### config.mk
export PLATFORM = sky130hd
export DESIGN_NAME = toner_supply_and_life_monitor
export DESIGN_NICKNAME = d
export VERILOG_FILES = /design/src/toner_supply_and_life_monitor.v
export VERILOG_INCLUDE_DIRS = /design/src
export SDC_FILE = /design/constraint.sdc
export NUM_CORES = 1
export LEC_CHECK = 0
export BUFFER_PORTS_ARGS = -buffer_cell sky130_fd_sc_hd__buf_4
export CORE_MARGIN = 8
export CORE_UTILIZATION = 60
export DETAILED_ROUTE_END_ITERATION = 10
export MAX_ROUTING_LAYER = met4
export PLACE_DENSITY_LB_ADDON = 0.2
export SLEW_MARGIN = 20
export SYNTH_ARGS = -nofsm -noshare
export SYNTH_HDL_FRONTEND = slang
export SYNTH_SLANG_ARGS = --single-unit
### constraint.sdc
create_clock -name clk_sys -period 4.82 [get_ports clk_sys]
set_clock_uncertainty 0.2 [all_clocks]
set_input_delay 0.964 -clock clk_sys [delete_from_list [all_inputs] [get_ports clk_sys]]
set_output_delay 0.964 -clock clk_sys [all_outputs]
set_load 0.01 [all_outputs]
### src/toner_supply_consts.vh
`ifndef TONER_SUPPLY_CONSTS_VH
`define TONER_SUPPLY_CONSTS_VH
`define ADDR_CTRL 4'h0
`define ADDR_STATUS 4'h1
`define ADDR_EMPTY_CFG 4'h2
`define ADDR_LIFE 4'h3
`define ADDR_COLOUR_BASE 4'h4
`define ADDR_EMPTY_COUNT 4'h8
`define CTRL_NEAR_LIFE_OFF 0
`define CTRL_EMPTY_RESTORE 1
`define CTRL_WIDTH 2
`define CTRL_RESET 2'h0
`define CART_STARTER 2'h0
`define CART_STANDARD 2'h1
`define CART_HIGH 2'h2
`define RUN_PER_PAGE_US 1000
`define CLK_MHZ 10
`define RUN_PER_PAGE_CYC (`RUN_PER_PAGE_US * `CLK_MHZ)
`define NEAR_STARTER_PAGES 1800
`define NEAR_STANDARD_PAGES 3600
`define NEAR_HIGH_PAGES 7200
`define LIFE_NEAR_SHEETS 18000
`define LIFE_LIMIT_SHEETS 30000
`define LIFE_END_SHEETS 30001
`define STOP_TIME_US 10
`define STOP_CYC (`STOP_TIME_US * `CLK_MHZ)
`define EMPTY_LEVEL_RESET 8'h20
`define EMPTY_TIME_RESET 16'h0100
`define EMPTY_TIMES_RESET 4'h3
`endif

### src/toner_supply_and_life_monitor.v
`timescale 1ns/1ps
`default_nettype none
`include "toner_supply_consts.vh"
module toner_supply_and_life_monitor (
	// clock and reset
	input wire clk_sys,
	input wire reset,
	// register port
	input wire [3:0] regAddr,
	input wire [31:0] regWrData,
	input wire regWrite,
	input wire regRead,
	output reg [31:0] regRdData,
	// print engine
	input wire imagingUnitDriven,
	input wire frontDoorClosed,
	output reg printBlocked,
	output reg stabiliseRequest,
	// level sensors, order yellow magenta cyan black
	input wire [3:0] supplyNeeded,
	input wire [31:0] levelSensor,
	// cartridge boards
	input wire [3:0] cartridgePresent,
	input wire [3:0] cartridgeNew,
	input wire [7:0] cartridgeType,
	// imaging unit board
	input wire imagingUnitPlaced,
	input wire imagingUnitNew,
	// nonvolatile store of empty counts
	input wire [15:0] storedEmptyCount,
	output reg [15:0] emptyCountOut,
	// motors
	output reg yellowMagentaRun,
	output reg yellowMagentaCcw,
	output reg cyanBlackRun,
	output reg cyanBlackCcw,
	// indications
	output reg [3:0] nearEmpty,
	output reg [3:0] tonerEmpty,
	output reg nearLife,
	output reg lifeWarning,
	output reg lifeEnd
);
	localparam ST_IDLE = 2'd0;
	localparam ST_RUN = 2'd1;
	localparam ST_STOP = 2'd2;
	localparam DET_IDLE = 2'd0;
	localparam DET_CHECK = 2'd1;
	localparam DET_DONE = 2'd2;

	// configuration, motor and colour state
	reg [`CTRL_WIDTH-1:0] ctrl;
	reg [7:0] emptyLevel;
	reg [15:0] emptyTime;
	reg [3:0] emptyTimes;
	reg [1:0] motorState [0:1];
	reg [1:0] motorCcwSel;
	reg [1:0] lastServed;
	reg [7:0] stopCount [0:1];
	reg [31:0] runTime [0:3];
	reg [13:0] pageCyc [0:3];
	reg [15:0] lowTime [0:3];
	reg [3:0] doorSeen;
	reg doorPrev;
	reg [1:0] detState;
	reg [13:0] lifeCyc;
	reg [15:0] lifeSheets;
	reg [3:0] wantSupply;
	reg [3:0] newEvent;
	reg unitNewEvent;
	wire [1:0] motorRun;

	// supply request per colour and detection check decode
	always @* begin
		wantSupply = supplyNeeded & cartridgePresent & {4{imagingUnitDriven}};
		newEvent = (detState == DET_CHECK) ? (cartridgeNew & cartridgePresent) : 4'h0;
		unitNewEvent = (detState == DET_CHECK) && imagingUnitPlaced && imagingUnitNew;
	end

	// per motor direction control
	genvar m;
	generate
		for (m = 0; m < 2; m = m + 1) begin : motor
			wire cwReq = wantSupply[2*m];
			wire ccwReq = wantSupply[2*m+1];
			wire pickCcw = ccwReq && (!cwReq || !lastServed[m]);
			assign motorRun[m] = (motorState[m] == ST_RUN);
			always @(posedge clk_sys) begin
				if (reset) begin
					motorState[m] <= ST_IDLE;
					motorCcwSel[m] <= 1'b0;
					lastServed[m] <= 1'b0;
					stopCount[m] <= 8'h00;
				end else begin
					case (motorState[m])
						ST_IDLE: begin
							if (cwReq || ccwReq) begin
								motorCcwSel[m] <= pickCcw;
								lastServed[m] <= pickCcw;
								motorState[m] <= ST_RUN;
							end
						end
						ST_RUN: begin
							if (!wantSupply[2*m+motorCcwSel[m]] || (motorCcwSel[m] ? cwReq : ccwReq)) begin
								motorState[m] <= ST_STOP;
								stopCount[m] <= 8'h00;
							end
						end
						ST_STOP: begin
							if (stopCount[m] == (`STOP_CYC - 1)) begin
								motorState[m] <= ST_IDLE;
							end else begin
								stopCount[m] <= stopCount[m] + 8'h01;
							end
						end
						default: begin
							motorState[m] <= ST_IDLE;
						end
					endcase
				end
			end
		end
	endgenerate

	// registered motor drive
	always @(posedge clk_sys) begin
		if (reset) begin
			yellowMagentaRun <= 1'b0;
			yellowMagentaCcw <= 1'b0;
			cyanBlackRun <= 1'b0;
			cyanBlackCcw <= 1'b0;
		end else begin
			yellowMagentaRun <= motorRun[0] && wantSupply[motorCcwSel[0]];
			yellowMagentaCcw <= motorCcwSel[0];
			cyanBlackRun <= motorRun[1] && wantSupply[2+motorCcwSel[1]];
			cyanBlackCcw <= motorCcwSel[1];
		end
	end

	// per colour level, near-empty and empty detection
	genvar c;
	generate
		for (c = 0; c < 4; c = c + 1) begin : colour
			wire [1:0] cartKind = cartridgeType[2*c+1:2*c];
			wire running = motorRun[c/2] && (motorCcwSel[c/2] == (c % 2)) && wantSupply[c];
			wire [7:0] level = levelSensor[8*c+7:8*c];
			reg [31:0] nearPages;
			wire [31:0] pagesUsed = runTime[c];
			always @* begin
				case (cartKind)
					`CART_STANDARD: begin
						nearPages = `NEAR_STANDARD_PAGES;
					end
					`CART_HIGH: begin
						nearPages = `NEAR_HIGH_PAGES;
					end
					default: begin
						nearPages = `NEAR_STARTER_PAGES;
					end
				endcase
			end
			wire detectOn = nearEmpty[c] || (cartKind == `CART_STARTER);
			always @(posedge clk_sys) begin
				if (reset) begin
					runTime[c] <= 32'h00000000;
					pageCyc[c] <= 14'h0000;
					nearEmpty[c] <= 1'b0;
					tonerEmpty[c] <= 1'b0;
					lowTime[c] <= 16'h0000;
					emptyCountOut[4*c+3:4*c] <= 4'h0;
				end else if (newEvent[c]) begin
					runTime[c] <= 32'h00000000;
					pageCyc[c] <= 14'h0000;
					nearEmpty[c] <= 1'b0;
					tonerEmpty[c] <= 1'b0;
					lowTime[c] <= 16'h0000;
					emptyCountOut[4*c+3:4*c] <= 4'h0;
				end else begin
					if (regWrite && regAddr == `ADDR_CTRL && regWrData[`CTRL_EMPTY_RESTORE]) begin
						emptyCountOut[4*c+3:4*c] <= storedEmptyCount[4*c+3:4*c];
					end

					// run time accumulated in pages
					if (running) begin
						if (pageCyc[c] == (`RUN_PER_PAGE_CYC - 1)) begin
							pageCyc[c] <= 14'h0000;
							runTime[c] <= runTime[c] + 32'h00000001;
						end else begin
							pageCyc[c] <= pageCyc[c] + 14'h0001;
						end
					end
					if (pagesUsed >= nearPages) begin
						nearEmpty[c] <= 1'b1;
					end

					// empty event counting
					if (detectOn && !tonerEmpty[c]) begin
						if (level <= emptyLevel) begin
							if (lowTime[c] == emptyTime) begin
								lowTime[c] <= lowTime[c] + 16'h0001;
								if (emptyCountOut[4*c+3:4*c] + 4'h1 >= emptyTimes) begin
									tonerEmpty[c] <= 1'b1;
								end
								emptyCountOut[4*c+3:4*c] <= emptyCountOut[4*c+3:4*c] + 4'h1;
							end else if (lowTime[c] < emptyTime) begin
								lowTime[c] <= lowTime[c] + 16'h0001;
							end
						end else begin
							if (lowTime[c] <= emptyTime) begin
								emptyCountOut[4*c+3:4*c] <= 4'h0;
							end
							lowTime[c] <= 16'h0000;
						end
					end
				end
			end
		end
	endgenerate

	// imaging unit life and door detection
	always @(posedge clk_sys) begin
		if (reset) begin
			doorPrev <= 1'b0;
			detState <= DET_IDLE;
			stabiliseRequest <= 1'b0;
			lifeCyc <= 14'h0000;
			lifeSheets <= 16'h0000;
			nearLife <= 1'b0;
			lifeWarning <= 1'b0;
			lifeEnd <= 1'b0;
			printBlocked <= 1'b0;
		end else begin
			doorPrev <= frontDoorClosed;
			stabiliseRequest <= 1'b0;
			case (detState)
				DET_IDLE: begin
					if (frontDoorClosed && !doorPrev) begin
						detState <= DET_CHECK;
					end
				end
				DET_CHECK: begin
					detState <= DET_DONE;
					if (newEvent != 4'h0 || unitNewEvent) begin
						stabiliseRequest <= 1'b1;
					end
				end
				DET_DONE: begin
					detState <= DET_IDLE;
				end
				default: begin
					detState <= DET_IDLE;
				end
			endcase
			if (unitNewEvent) begin
				lifeCyc <= 14'h0000;
				lifeSheets <= 16'h0000;
				lifeEnd <= 1'b0;
				lifeWarning <= 1'b0;
				nearLife <= 1'b0;
				printBlocked <= 1'b0;
			end else begin

				// drive time accumulated in sheets
				if (imagingUnitDriven && lifeSheets != 16'hFFFF) begin
					if (lifeCyc == (`RUN_PER_PAGE_CYC - 1)) begin
						lifeCyc <= 14'h0000;
						lifeSheets <= lifeSheets + 16'h0001;
					end else begin
						lifeCyc <= lifeCyc + 14'h0001;
					end
				end

				// life thresholds
				nearLife <= (lifeSheets >= `LIFE_NEAR_SHEETS) && !ctrl[`CTRL_NEAR_LIFE_OFF];
				lifeWarning <= (lifeSheets >= `LIFE_LIMIT_SHEETS);
				lifeEnd <= (lifeSheets >= `LIFE_END_SHEETS);
				printBlocked <= (lifeSheets >= `LIFE_END_SHEETS);
			end
		end
	end

	// register port
	always @(posedge clk_sys) begin
		if (reset) begin
			ctrl <= `CTRL_RESET;
			emptyLevel <= `EMPTY_LEVEL_RESET;
			emptyTime <= `EMPTY_TIME_RESET;
			emptyTimes <= `EMPTY_TIMES_RESET;
			regRdData <= 32'h00000000;
		end else begin

			// configuration writes
			if (regWrite) begin
				case (regAddr)
					`ADDR_CTRL: begin
						ctrl <= {1'b0, regWrData[`CTRL_NEAR_LIFE_OFF]};
					end
					`ADDR_EMPTY_CFG: begin
						emptyLevel <= regWrData[7:0];
						emptyTime <= regWrData[23:8];
						emptyTimes <= regWrData[27:24];
					end
					default: ;
				endcase
			end

			// read data stands one cycle, zero otherwise
			regRdData <= 32'h00000000;
			if (regRead) begin
				case (regAddr)
					`ADDR_CTRL: begin
						regRdData <= {30'h00000000, ctrl};
					end
					`ADDR_STATUS: begin
						regRdData <= {16'h0000, emptyCountOut[15:12], tonerEmpty, nearEmpty,
							printBlocked, lifeEnd, lifeWarning, nearLife};
					end
					`ADDR_EMPTY_CFG: begin
						regRdData <= {4'h0, emptyTimes, emptyTime, emptyLevel};
					end
					`ADDR_LIFE: begin
						regRdData <= {16'h0000, lifeSheets};
					end
					`ADDR_COLOUR_BASE: begin
						regRdData <= runTime[0];
					end
					4'h5: begin
						regRdData <= runTime[1];
					end
					4'h6: begin
						regRdData <= runTime[2];
					end
					4'h7: begin
						regRdData <= runTime[3];
					end
					`ADDR_EMPTY_COUNT: begin
						regRdData <= {16'h0000, emptyCountOut};
					end
					default: begin
						regRdData <= 32'h00000000;
					end
				endcase
			end
		end
	end
endmodule
`default_nettype wire

Word level (Yosys, flattened, before mapping):

Memory sizes are Yosys's and may differ from the RTL's.
Cells that the tools add are included.

* flip-flop bits (word level): 128
* memory bits (writable): 268
* memories: 5

* add/sub/neg operators: 21
* order comparisons: 26
* equal/unequal tests: 34
* muxes and demuxes: 249
* bitwise gates (word level): 55
* reductions and logical operators: 73

Memory list
* runTime: words 4, width 32, read ports 4, clocked after Yosys merged registers in 0, wr ports 4, line toner_supply_and_life_monitor.v:60 `reg [31:0] runTime [0:3];`
* lowTime: words 4, width 16, read ports 4, clocked after Yosys merged registers in 0, wr ports 4, line toner_supply_and_life_monitor.v:62 `reg [15:0] lowTime [0:3];`
* pageCyc: words 4, width 14, read ports 4, clocked after Yosys merged registers in 0, wr ports 4, line toner_supply_and_life_monitor.v:61 `reg [13:0] pageCyc [0:3];`
* stopCount: words 2, width 8, read ports 2, clocked after Yosys merged registers in 0, wr ports 2, line toner_supply_and_life_monitor.v:59 `reg [7:0] stopCount [0:1];`
* motorState: words 2, width 2, read ports 2, clocked after Yosys merged registers in 0, wr ports 2, line toner_supply_and_life_monitor.v:56 `reg [1:0] motorState [0:1];`

Operators by type and width (count)
* one-hot mux 32 bit (9 select lines): 1
* two-way mux 16 bit: 16
* two-way mux 32 bit: 8
* two-way mux 14 bit: 13
* two-way mux 1 bit: 171
* adder 32 x 1 -> 32 bit (second input constant): 4
* greater-or-equal comparator 32 bit: 4
* one-hot mux 13 bit (2 select lines): 4
* two-way mux 4 bit: 21
* adder 16 x 1 -> 16 bit (second input constant): 5
* adder 14 x 1 -> 14 bit (second input constant): 5
* == test 14 bit (second input constant): 5
* == test 16 bit: 4
* <= comparator 16 bit: 4
* less-than comparator 16 bit: 4
* greater-or-equal comparator 16 x 15 -> 1 bit (second input constant): 3
* bitwise OR 1 bit: 48
* <= comparator 8 bit: 4
* two-way mux 8 bit: 4
* logical AND 1 bit: 23
* two-way mux 2 bit: 9
* adder 4 x 1 -> 4 bit (second input constant): 4
* adder 8 x 1 -> 8 bit (second input constant): 2
* == test 4 x 3 -> 1 bit (second input constant): 4
* 25 further kinds: 88

Longest topological paths before layout:

* word-level depth: 13
* gate-level depth with buffers: 10
* depth with buffers taken out: 10

Least setup slack after synthesis:

No wires, ideal clock.

* path kind: input to register
* from: input levelSensor[1]
* to: memory lowTime[0][0], enable pin
* library setup time: 0.447 ns
* data arrival time: 3.757 ns
* setup slack: 0.416 ns
* stages: 6
* path buffers: 0
* cell sequence: ha_1 -> nor2b_1 -> o211ai_1 -> a211oi_1 -> nor2_1 -> o311ai_0

RTL lines
* start, declared: line toner_supply_and_life_monitor.v:21 `input wire [31:0] levelSensor,`
* end, declared: line toner_supply_and_life_monitor.v:62

==> results.json <==
{
  "ioPinCount": 177,
  "worstHoldStart": "doorPrev",
  "core-area_um2": 38700,
  "total_leakage_power_nw": 10.2,
  "dieArea_um2": 45900,
  "clk_pin_slew_ns": 0.06,
  "hpwl_um": 52600,
  "initial_utilization_pct": 60.9,
  "nets": 2933,
  "rrSetupSlack_ns": 1.16,
  "cts_sinks": 396,
  "wl_um": 69800,
  "synth_top_cell_area_share_pct": 34.1,
  "r2r-end": "lowTime[1][4]",
  "first_global_vias": 19600,
  "finalCritPeriodShare_pct": 75.9,
  "async_flop_share_pct": 0,
  "synth_area_leaders": "edfxtp_1, dfxtp_1, ha_1",
  "cts.repair.resized": 0,
  "grt_util_all_layers_pct": 30.2,
  "hold_path_class": "reg2reg",
  "yosysWarnings": 0,
  "finalMaxSlewViolations": 0,
  "path_max_fanout": 16,
  "max_freq_mhz": 273,
  "endpoint_kind": "flip-flop",
  "drtPass1Iterations": 9,
  "regArea_um2": 10600,
  "postCtsSetupRepairBufs": 0,
  "rsz0062_at_grt": "false",
  "required_ns": 4.84,
  "yosysSeqAreaShare_pct": 44.9,
  "multi_input_area_um2": 12300,
  "cts_tree": "built",
  "grt_first_pass_wirelength_um": 109000,
  "syn_nets": 2768,
  "synth_commonest_cells": "nor2_1, edfxtp_1, nand2_1, ha_1, xor2_1",
  "reg2reg_from": "emptyTime[14]",
  "worstMarginPinSlew_ns": 1.02,
  "fin_crit_ns": 3.66,
  "numCtsBuffers": 45,
  "io_buffer_count": 172,
  "cts_hold_buf": 0,
  "nFillCells": 2985,
  "drv_cap": 0,
  "area_growth_pct": 14.5,
  "die_x_um": 214,
  "rows": 72,
  "synth_cells": 2478,
  "gp_congestion": 0.959,
  "finalSetupViolCount": 0,
  "synth_top_flop_cell": "edfxtp_1",
  "arrival_ns": 3.67,
  "synth_cell_types": 66,
  "synth.cell_area_um2": 23600,
  "clockBufferDepth": 3,
  "antenna_found_initial": 5,
  "synth-seq-cells": 396,
  "final_hold_viol_count": 0,
  "drc": 0,
  "cts_max_level": 2,
  "drt-initial-drc-count": 2219,
  "outcome": "complete, no violations",
  "synth_edf_count": 268,
  "grt_max_degree": 36,
  "insertion_delay_ns": 0.59,
  "synth_most_common_cell": "nor2_1",
  "die_h_um": 214,
  "power.density_nw_per_um2": 317,
  "cts_root_buf": "clkbuf_16",
  "min_to": "detState[0]",
  "fin_hold_ws_ns": 0.205,
  "synth_area_per_cell_um2": 9.53,
  "post_drt_wl_per_cell_um": 21.8,
  "viasPerCell": 6.28,
  "vdd_drop_max_mv": 0.243,
  "hold_depth": 1,
  "critPathKind": "reg2reg",
  "grt-ovfl-total": 0,
  "max_slew_margin_pct": 31.7,
  "r2r_cells": 8,
  "drive_gt1_share_pct": 11.4,
  "worst_setup_path_start_kind": "flip-flop",
  "antenna_left": 0,
  "fin_setup_tns_ns": 0,
  "yosys.area.top_type": "edfxtp_1",
  "num_vias": 20100
}
critical path, cell delays in order (launching register included):
cell       delay (ns)
dfxtp_1          0.43
inv_1            0.21
ha_1             0.38
a21oi_1          0.16
nand2_1          0.08
a21o_1           0.18
a2111oi_0        0.85
o31ai_1          0.21
nand2_1          0.58
stage by stage:
step | power, W | utilization [%] | cells | worst slack (ns) | instance area [um2]
after CTS | 0.00858 | 69.7 | 3197 | 1.36 | 27000
after global routing | 0.00885 | 69.8 | 3202 | 1.02 | 27000
final | 0.00858 | 69.8 | 3202 | 1.16 | 27000
after global placement | 0.00498 | 65.7 | 3114 | 1.15 | 25400
after floorplan | 0.00467 | - | 2478 | 0.416 | 23600
after detailed placement | 0.00503 | 65.7 | 3114 | 1.08 | 25400
state kept, by name, indices dropped and copies added, names as in the netlist, 2 cells and up:
name           cells
lifeSheets        16
runTime          128
pageCyc           56
emptyTimes         4
emptyCountOut     16
emptyLevel         8
emptyTime         16
lowTime           64
lifeCyc           14
motorState         4
lastServed         2
regRdData         32
detState           2
stopCount         16
tonerEmpty         4
nearEmpty          4
cells in the final DEF (no fill, tap or decap), types with 15 or more instances in the layout:
master	n
nor2_1	391
edfxtp_1	268
nand2_1	205
buf_4	202
ha_1	178
xor2_1	159
nand3_1	140
dfxtp_1	128
xnor2_1	104
a21oi_1	103
inv_1	101
nand4_1	98
a22oi_1	59
and3_1	57
clkbuf_16	46
nor3_1	42
nor4_1	34
o21ai_0	32
a31oi_1	26
and4_1	24
a21o_1	20
mux2i_1	19
nor2b_1	16
nand2b_1	15
power breakdown:
part           leakage [nW]  switching (W)  total (W)  internal, W
registers              3.88       0.000248    0.00408      0.00383
clock network         0.767        0.00145    0.00359      0.00214
logic                  5.52       0.000520   0.000911     0.000390
total                  10.2        0.00222    0.00858      0.00636
how the worst max path moves through the flow:
stage / cells past startpoint / start / end / slack [ns]
after global routing: 8 / emptyTime[14] / lowTime[1][4] / 1.02
final: 8 / emptyTime[14] / lowTime[1][4] / 1.16
after CTS: 8 / emptyTime[14] / lowTime[1][4] / 1.36
after detailed placement: 8 / reset / runTime[3][30] / 1.08
after global placement: 8 / reset / runTime[3][27] / 1.15
after floorplan: 6 / levelSensor[1] / lowTime[0][0] / 0.42
layout make-up:
type                       count  share of cell area, %
inverter                     101                   1.40
antenna                        5                 0.0463
timing repair buffer         202                   5.61
multi-input combinational   1897                   45.5
tap                          518                   2.40
clock buffer                  65                   4.93
clock inverter                18                  0.815
sequential                   396                   39.3
layer usage:
metal	track usage (%)	wire length, um
met1	38.3	28200
met2	45.7	31200
met3	5.64	6500
met4	16.2	3910
met5	-	0
logic make-up after synthesis:
group                      count (synthesis)  synth area share (%)
AOI/OAI and AO/OA                        334                  9.38
buffers and inverters                    185                  3.11
xor gates and xnor gates                 263                  9.76
DFF                                      396                  44.9
and+or+nand+nor                         1100                  22.4
adders and majority gates                178                  9.43
muxes                                     22                 0.949
Note: power is estimated with default switching activity, not from simulation.
